==> config.mk <==
export PLATFORM = sky130hd
export DESIGN_NAME = bsw_ctrl
export DESIGN_NICKNAME = d
export VERILOG_FILES = /design/src/bsw_pkg.sv /design/src/bsw_if.sv /design/src/bsw_ctrl.sv /design/src/bsw_off_timer.sv
export SDC_FILE = /design/constraint.sdc
export NUM_CORES = 1
export LEC_CHECK = 0
export BUFFER_PORTS_ARGS = -buffer_cell sky130_fd_sc_hd__buf_2
export CAP_MARGIN = 0
export CORE_AREA = 2 2 140 142
export CTS_CLUSTER_DIAMETER = 100
export DETAILED_ROUTE_END_ITERATION = 16
export DIE_AREA = 0 0 142 144
export PLACE_DENSITY = 0.45
export SLEW_MARGIN = 5
export SYNTH_ARGS = -nofsm -noshare
export SYNTH_HDL_FRONTEND = slang
export SYNTH_SLANG_ARGS = --single-unit
export TNS_END_PERCENT = 5
==> constraint.sdc <==
create_clock -name core_clk -period 14.13 [get_ports core_clk]
set_clock_uncertainty 0.15 [all_clocks]
set_input_delay 0.7065 -clock core_clk [delete_from_list [all_inputs] [get_ports core_clk]]
set_output_delay 0.7065 -clock core_clk [all_outputs]
set_load 0.005 [all_outputs]
==> src/bsw_pkg.sv <==
// package: constants for the battery switch and voltage limit tracking block
// Operation
// RL1 - off-delay select 0: open battery switch at once when disable is set
// RL2 - off-delay select 1 (default): open switch after about 10 s
// RL3 - switch reset enable gates reset function; default 1, restored on resets
// RL4 - tracking field 00 (default) uses register limit; 01 adds 200 mV
// RL5 - tracking active: limit is max of register value and battery plus offset
// RL6 - disable bit 1 requests switch off, delayed only when off-delay select is 1; 0 permits switch on
// RL7 - tracking codes 10 and 11 use configurable offsets
package bsw_pkg;
	localparam logic [3:0] ADDR_CTRL       = 4'h7;
	localparam logic [3:0] ADDR_LIMIT      = 4'h6;
	localparam logic [3:0] ADDR_STATUS     = 4'h8;
	localparam int         POS_DISABLE     = 5;
	localparam int         POS_DELAY_SEL   = 3;
	localparam int         POS_RST_EN      = 2;
	localparam int         POS_TRACK       = 0;
	localparam logic [7:0] CTRL_RESET      = 8'h0c;
	localparam logic [7:0] LIMIT_RESET     = 8'h00;
	localparam int         DELAY_TIME_S    = 10;
	localparam longint     CLK_HZ          = 100000000;
	localparam longint     DELAY_CYCLES    = DELAY_TIME_S * CLK_HZ;
	localparam logic [7:0] TRACK_OFS_01_MV = 8'h c8;
	// scale of the limit register field, kept here so it can be retuned
	localparam int         LIMIT_BASE_MV   = 3900;
	localparam int         LIMIT_STEP_MV   = 100;
	typedef enum logic [1:0] {
		BSW_TRACK_OFF,
		BSW_TRACK_200,
		BSW_TRACK_B,
		BSW_TRACK_C
	} bsw_track_type;
endpackage : bsw_pkg

==> src/bsw_if.sv <==
// interface: control bits passed from register bank to switch timer
`timescale 1ns/10ps
interface bsw_if;
	logic disable_req;
	logic delay_sel;
	logic switch_on;
	modport bank (output disable_req, output delay_sel, input switch_on);
	modport timer (input disable_req, input delay_sel, output switch_on);
endinterface : bsw_if

==> src/bsw_ctrl.sv <==
// module: battery switch and input voltage limit tracking control bank
`timescale 1ns/10ps
module bsw_ctrl #(
	parameter longint     DELAY_CYCLES   = bsw_pkg::DELAY_CYCLES,
	parameter logic [7:0] TRACK_OFS_10_MV = 8'h fa,
	parameter logic [7:0] TRACK_OFS_11_MV = 8'h ff,
	parameter int         VW             = 14
) (
	// clock and reset
	input  wire logic          core_clk,
	input  wire logic          rstn,
	// register port
	input  wire logic [3:0]    reg_addr,
	input  wire logic [7:0]    reg_wdata,
	input  wire logic          reg_wr,
	input  wire logic          reg_rd,
	output logic      [7:0]    reg_rdata,
	// resets from the rest of the unit
	input  wire logic          reg_reset,
	input  wire logic          watchdog_reset,
	// analog interface, millivolts
	input  wire logic [VW-1:0] battery_mv,
	output logic      [VW-1:0] input_voltage_limit,
	// switch control
	output logic               battery_switch_on,
	output logic               switch_reset_function_enable
);
	logic [7:0]    ctrl;
	logic [7:0]    next_ctrl;
	logic [7:0]    limit_reg;
	logic [7:0]    next_limit_reg;
	logic [7:0]    rdata;
	logic [7:0]    next_rdata;
	logic [VW-1:0] limit;
	logic [VW-1:0] next_limit;
	logic [VW-1:0] ofs;
	logic [VW-1:0] tracked;
	logic [VW:0]   track_sum;
	logic [VW-1:0] prog_mv;
	bsw_pkg::bsw_track_type trk;
	bsw_if         sw ();

	// register bank; reset inputs come from same-clock logic
	always_comb
	begin
		next_ctrl      = ctrl;
		next_limit_reg = limit_reg;
		if (reg_wr && reg_addr == bsw_pkg::ADDR_CTRL)
			next_ctrl = reg_wdata;
		if (reg_wr && reg_addr == bsw_pkg::ADDR_LIMIT)
			next_limit_reg = reg_wdata;
		if (watchdog_reset)
			next_ctrl[bsw_pkg::POS_RST_EN] = 1'b1; // [RL3]
		if (reg_reset)
		begin
			next_ctrl      = bsw_pkg::CTRL_RESET; // [RL3]
			next_limit_reg = bsw_pkg::LIMIT_RESET;
		end
		next_rdata = 8'h00;
		if (reg_rd)
		begin
			unique case (reg_addr)
				bsw_pkg::ADDR_CTRL:   next_rdata = ctrl;
				bsw_pkg::ADDR_LIMIT:  next_rdata = limit_reg;
				bsw_pkg::ADDR_STATUS: next_rdata = {7'h00, sw.switch_on};
				default:              next_rdata = 8'h00;
			endcase
		end
	end

	always_ff @(posedge core_clk or negedge rstn)
	begin
		if (!rstn)
		begin
			ctrl      <= bsw_pkg::CTRL_RESET;
			limit_reg <= bsw_pkg::LIMIT_RESET;
			rdata     <= 8'h00;
		end
		else
		begin
			ctrl      <= next_ctrl;
			limit_reg <= next_limit_reg;
			rdata     <= next_rdata;
		end
	end

	assign sw.disable_req = ctrl[bsw_pkg::POS_DISABLE]; // [RL6]
	assign sw.delay_sel   = ctrl[bsw_pkg::POS_DELAY_SEL];
	assign trk = bsw_pkg::bsw_track_type'(ctrl[bsw_pkg::POS_TRACK +: 2]);

	bsw_off_timer #(
		.DELAY_CYCLES (DELAY_CYCLES)
	) u_timer (
		.core_clk (core_clk),
		.rstn     (rstn),
		.ctl      (sw)
	);

	// limit register: 3.9 V base plus 100 mV per step
	assign prog_mv = VW'(bsw_pkg::LIMIT_BASE_MV)
		+ VW'(limit_reg[4:0]) * VW'(bsw_pkg::LIMIT_STEP_MV);

	always_comb
	begin
		unique case (trk)
			bsw_pkg::BSW_TRACK_OFF: ofs = '0;
			bsw_pkg::BSW_TRACK_200: ofs = VW'(bsw_pkg::TRACK_OFS_01_MV); // [RL4]
			bsw_pkg::BSW_TRACK_B:   ofs = VW'(TRACK_OFS_10_MV); // [RL7]
			bsw_pkg::BSW_TRACK_C:   ofs = VW'(TRACK_OFS_11_MV); // [RL7]
		endcase
		track_sum  = {1'b0, battery_mv} + {1'b0, ofs};
		// saturate so a high battery reading cannot wrap to a low limit
		tracked    = track_sum[VW] ? '1 : track_sum[VW-1:0];
		next_limit = prog_mv; // [RL4]
		if (trk != bsw_pkg::BSW_TRACK_OFF && tracked > prog_mv)
			next_limit = tracked; // [RL5]
	end

	always_ff @(posedge core_clk or negedge rstn)
	begin
		if (!rstn)
			limit <= '0;
		else
			limit <= next_limit;
	end

	assign reg_rdata                    = rdata;
	assign input_voltage_limit          = limit;
	assign battery_switch_on            = sw.switch_on;
	assign switch_reset_function_enable = ctrl[bsw_pkg::POS_RST_EN]; // [RL3]
endmodule : bsw_ctrl

==> src/bsw_off_timer.sv <==
// module: battery switch turn-off delay timer
`timescale 1ns/10ps
module bsw_off_timer #(
	parameter longint DELAY_CYCLES = bsw_pkg::DELAY_CYCLES
) (
	// clock and reset
	input wire logic core_clk,
	input wire logic rstn,
	// control
	bsw_if.timer     ctl
);
	localparam int CW = $clog2(DELAY_CYCLES + 1);
	logic [CW-1:0] count;
	logic [CW-1:0] next_count;
	logic          switch_on;
	logic          next_switch_on;

	always_comb
	begin
		next_count     = '0;
		next_switch_on = 1'b1;
		if (ctl.disable_req)
		begin
			if (!ctl.delay_sel)
				next_switch_on = 1'b0; // [RL1]
			else if (count >= CW'(DELAY_CYCLES - 1))
			begin
				next_count     = count;
				next_switch_on = 1'b0; // [RL2]
			end
			else
			begin
				next_count     = count + 1'b1;
				next_switch_on = switch_on; // [RL2]
			end
		end
	end

	always_ff @(posedge core_clk or negedge rstn)
	begin
		if (!rstn)
		begin
			count     <= '0;
			switch_on <= 1'b1;
		end
		else
		begin
			count     <= next_count;
			switch_on <= next_switch_on;
		end
	end

	assign ctl.switch_on = switch_on;
endmodule : bsw_off_timer

# Word level (Yosys, flattened, before mapping)
# Index checks and enable logic that the tools add are counted.
# totals
input_bits	32
word_cells	45
output_inout_bits	24
reg_bits	69
# op_classes
add_sub_neg	3
n_eq_ne	8
n_reduce_logical	8
mux	16
n_mul	1
magnitude_cmp	2
# op_table
operator	count
$mux W30	3
$pmux W14 S4	1
$mux W8	5
$add A30 B1 Y30 const B	1
$ge A30 B30 Y1 const B	1
$mux W14	2
$pmux W8 S3	1
$add A14 B14 Y15	1
$gt A14 B13 Y1	1
$add A12 B12 Y13 const A	1
$mul A5 B5 Y10 const B	1
$eq A4 B3 Y1 const B	2
$reduce_bool A2 Y1	3
$eq A2 B2 Y1 const B	2
$eq A4 B4 Y1 const B	1
$mux W1	4
$logic_and A1 B1 Y1	3
$ne A3 B2 Y1 const B	1
$ne A3 B3 Y1 const B	1
$reduce_bool A3 Y1	1
$eq A2 B1 Y1 const B	1
$logic_not A2 Y1	1

# Longest topological paths before layout
# depth
ltp_word	7
depth_mapped	18
ltp_nobuf	17

# Hierarchy
# A second synthesis with hierarchy kept.
# hier_totals
cells_unflattened	507
area_unflattened_um2	4715.8
# modules_own_cells
module	n_inst	cells_per_inst	seq_area_each_um2	area_per_inst_um2
bsw_ctrl	1	299	953.4	2844.0
bsw_off_timer	1	208	777.0	1871.8

# Least setup slack after synthesis
# Ideal clock, no wire load.
# synth_path
path_type	register to register
from	reg limit_reg[0]
to	reg limit[8], in the netlist input_voltage_limit[8]
n_path_buf	1
arrival_time_ps	4186
t_required_ps	13852
setup_time_ps	128
slack_ps	9667
stages_incl_launch_ff	19
period_less_slack_ps	4463
path_cell_list	dfrtp_1 > inv_1 > ha_1 > ha_1 > ha_1 > inv_1 > fa_1 > inv_1 > a31oi_1 > xnor2_1 > nor3_1 > xnor2_1 > ha_1 > a2111oi_0 > o21ai_0 > o221a_2 > a211o_2 > buf_4 > mux2_1
# synth_via
elab_chain_len	5
# synth_lines
item	line_no	source
start, declared	bsw_ctrl.sv:30	logic [7:0] limit_reg;
start signal, assigned	bsw_ctrl.sv:76	limit_reg <= bsw_pkg::LIMIT_RESET;
start signal, assigned	bsw_ctrl.sv:82	limit_reg <= next_limit_reg;
$mul A5 B5 Y10 (*)	bsw_ctrl.sv:101	+ VW'(limit_reg[4:0]) * VW'(bsw_pkg::LIMIT_STEP_MV);
$add A12 B12 Y13 (*)	bsw_ctrl.sv:101	
$gt A14 B13 Y1	bsw_ctrl.sv:115	if (trk != bsw_pkg::BSW_TRACK_OFF && tracked > prog_mv)
$logic_and A1 B1 Y1	bsw_ctrl.sv:115	
$mux W14 (*)	bsw_ctrl.sv:115	
named net next_limit[8]	bsw_ctrl.sv:35	logic [VW-1:0] next_limit;
end signal, assigned	bsw_ctrl.sv:124	limit <= next_limit;
end, declared	bsw_ctrl.sv:34	logic [VW-1:0] limit;
# Mark *: on every way through the listed nets, which the timed path passes. The rest lies on a longest branch.
# A chain may end at the register's enable or synchronous reset.

# Worst setup path in the final report
# Same ends and word-level chain as after synthesis.

==> results.yml <==
power:
  power_mw: 0.4804
  p_clk_share_pct: 49.0
  p_leak_nw: 2.492
  p_sw_share_pct: 24.93
  switchingPower_mw: 0.1198
  internal_power_mw: 0.3606
  p_comb_share_pct: 9.0
  p_seq_share_pct: 42.1
  ir_drop_v: 0.00004677
  powerDensity_nw_per_um2: 87.70
sta:
  fin_crit_sh_pct: 34.80
  rsz0062_at_grt: "no"
  tightest_slew_ns: 1.004
  setup_violations: 0
  holdWs_ns: 0.3464
  drv_slew: 0
  fmax_ghz: 0.2034
  finalHoldViolCount: 0
  slew_headroom_pct: 32.92
  min_period_ns: 4.917
  fin_setup_tns_ns: 0
critical_path:
  critPathTopFamily: "adder cells"
  crit_top_cell: "ha_1"
  slowest_stage: "dfrtp_1"
  crit_required_ns: 14.20
  reg2reg_depth: 17
  path_buf_inv: 3
  criticalPathCategory: "reg -> reg"
  crit_chain: "inv_1 > ha_1 > ha_1 > ha_1 > inv_1 > fa_1 > inv_1 > a31oi_1 > xnor2_1 > nor3_1 > xnor2_1 > ha_1 > a2111oi_0 > o21ai_0 > o221a_2 > a211o_2 > mux2_1"
  r2r_end: "input_voltage_limit[8]"
  worst_path_largest_cell_delay_ns: 0.45
  cp-start-kind: "flop"
  critPathArrivalTime_ns: 4.99
  r2r_setup_slack_ns: 9.21
  crit_fanout: 13
  reg2reg_from: "limit_reg[0]"
  end_kind: "flop"
drt:
  wire_per_inst_um: 15.11
  drt_iter0_markers: 183
  drc: 0
  firstDrtPassIters: 4
  vias_per_cell: 4.855
  drt-total-wl_mm: 11.95
  final_antenna_net_count: 0
  vias: 3840
place:
  dp.cells: 775
  portBuffers: 55
  dp_hpwl_mm: 8.584
  gp_congestion: 0.8606
global_route:
  track_usage_pct: 12.00
  grt_overflow: 0
  grt_pass1_vias: 3782
  grt_pass1_wl_mm: 19.38
  antenna_found_initial: 0
  grt_max_degree: 70
die:
  design.core.area_um2: 19080
  initial_core_util_pct: 24.36
  die_x_um: 142
  io_pins: 56
  die_h_um: 144
  placementRows: 51
  die_area_um2: 20450
yosys:
  yosys.area.top_type: "dfrtp_1"
  synth_seq_cells: 69
  async_flop_share_pct: 100.0
  synth_cell_type_count: 67
  synth_top_area_share_pct: 35.54
  syn-instance-count: 494
  synth_most_common_cell: "dfrtp_1"
  synth_edf_count: 0
  ys_warn_count: 0
  ys.flop_type: "dfrtp_1"
  yosys-top-cells-count: "dfrtp_1, nor2_1, ha_1, mux2i_1, nand2_1"
  yosysSeqAreaShare_pct: 37.24
  synth_area_leaders: "dfrtp_1, ha_1, mux2i_1, nor2_1, o21ai_0"
  synth_nets: 567
  netlist_area_um2: 4647
  synth_area_per_cell_um2: 9.407
run_status:
  status: "finished clean"
cells_and_area:
  final_nets: 621
  layout-drive-gt1-share_pct: 16.64
  largest_register_ffs: 30
  final_util_pct: 28.71
  syn2layout_area_growth_pct: 17.88
  stdcell_count: 791
  num_antenna_cells: 0
  regMostFlops: "u_timer.count"
clock_network:
  cts_hold_buffers: 0
  cts_resized: 0
  cts_root_buf: "clkbuf_16"
  insertion_delay_ns: 0.34
  clk_pin_slew_ns: 0.06
  cts_buffer_depth: 2
  post_cts_buffers: 0
  numClockSinks: 69
  cts_buffers: 9
  cts_max_level: 3
  cts_tree: "built"
flow_run:
  cap_violations: 0
worst_hold_path:
  hp-class: "in -> async"
[how the worst max path moves through the flow]
stage	start	endpoint	slack, ns	depth (start not counted)
finish	limit_reg[0]	input_voltage_limit[8]	9.21	17
global route	limit_reg[0]	input_voltage_limit[8]	8.84	17
CTS	limit_reg[0]	input_voltage_limit[8]	9.24	17
detailed placement	limit_reg[0]	input_voltage_limit[8]	9.26	17
global placement	limit_reg[0]	input_voltage_limit[8]	9.51	17
floorplan	limit_reg[0]	input_voltage_limit[8]	9.67	18
[stage by stage]
step / cell area (µm²) / worst slack, ns
floorplan: 4647 / 9.667
global placement: 5167 / 9.505
detailed placement: 5167 / 9.257
CTS: 5478 / 9.242
global route: 5478 / 8.839
finish: 5478 / 9.213
[logic make-up after synthesis]
family / count (synthesis) / share of synthesized area (%)
buffers and inverters: 40 / 3.527
flip-flops: 69 / 37.24
multiplexers: 38 / 8.293
AND/OR/NAND/NOR: 178 / 20.30
adder cells (fa/ha/maj): 41 / 11.36
XOR/XNOR: 25 / 4.712
AO/OA/AOI/OAI: 103 / 14.57
[layout make-up]
class | count | area [µm²]
Timing Repair Buffer | 56 | 285.3
Clock buffer | 10 | 239.0
Fill cell | 2000 | 13600
Inverter | 27 | 101.3
Multi-Input combinational cell | 385 | 2753
Sequential cell | 69 | 1730
Clock inverter | 6 | 71.32
Tap cell | 238 | 297.8
[cells in the final DEF (no fill, tap or decap), types with 6 or more instances in the layout]
| master | netlist | final |
|---|---|---|
| xor2_1 | 15 | 15 |
| inv_1 | 27 | 27 |
| xnor2_1 | 10 | 10 |
| or4_1 | 9 | 9 |
| nor2_1 | 47 | 47 |
| nand2_1 | 33 | 33 |
| and3_1 | 11 | 11 |
| mux2i_1 | 34 | 34 |
| ha_1 | 39 | 39 |
| dfrtp_1 | 66 | 66 |
| clkbuf_16 | 0 | 9 |
| o211ai_1 | 9 | 9 |
| buf_2 | 2 | 54 |
| o21ai_0 | 27 | 27 |
| nand3_1 | 15 | 15 |
| a21oi_1 | 26 | 26 |
| nand2b_1 | 6 | 6 |
| nand4_1 | 10 | 10 |
| or3_1 | 11 | 11 |
[routing by layer]
| metal | vias up | routed length (µm) | GRT usage (%) |
|---|---|---|---|
| li1 | 1899 | - | - |
| met5 | - | 0 | 0 |
| met1 | 1896 | 5408 | 14.51 |
| met3 | 7 | 326 | 3.013 |
| met2 | 38 | 6102 | 21.33 |
| met4 | 0 | 112 | 3.053 |
[power groups by stage]
stage	clock, mW	combinational, mW	sequential, mW
after floorplan	0	0.0245	0.205
after global placement	0	0.0430	0.206
after detailed placement	0	0.0438	0.206
after CTS	0.242	0.0440	0.202
after global routing	0.251	0.0486	0.202
final	0.235	0.0431	0.202
Power figures use the tool's default switching activity.
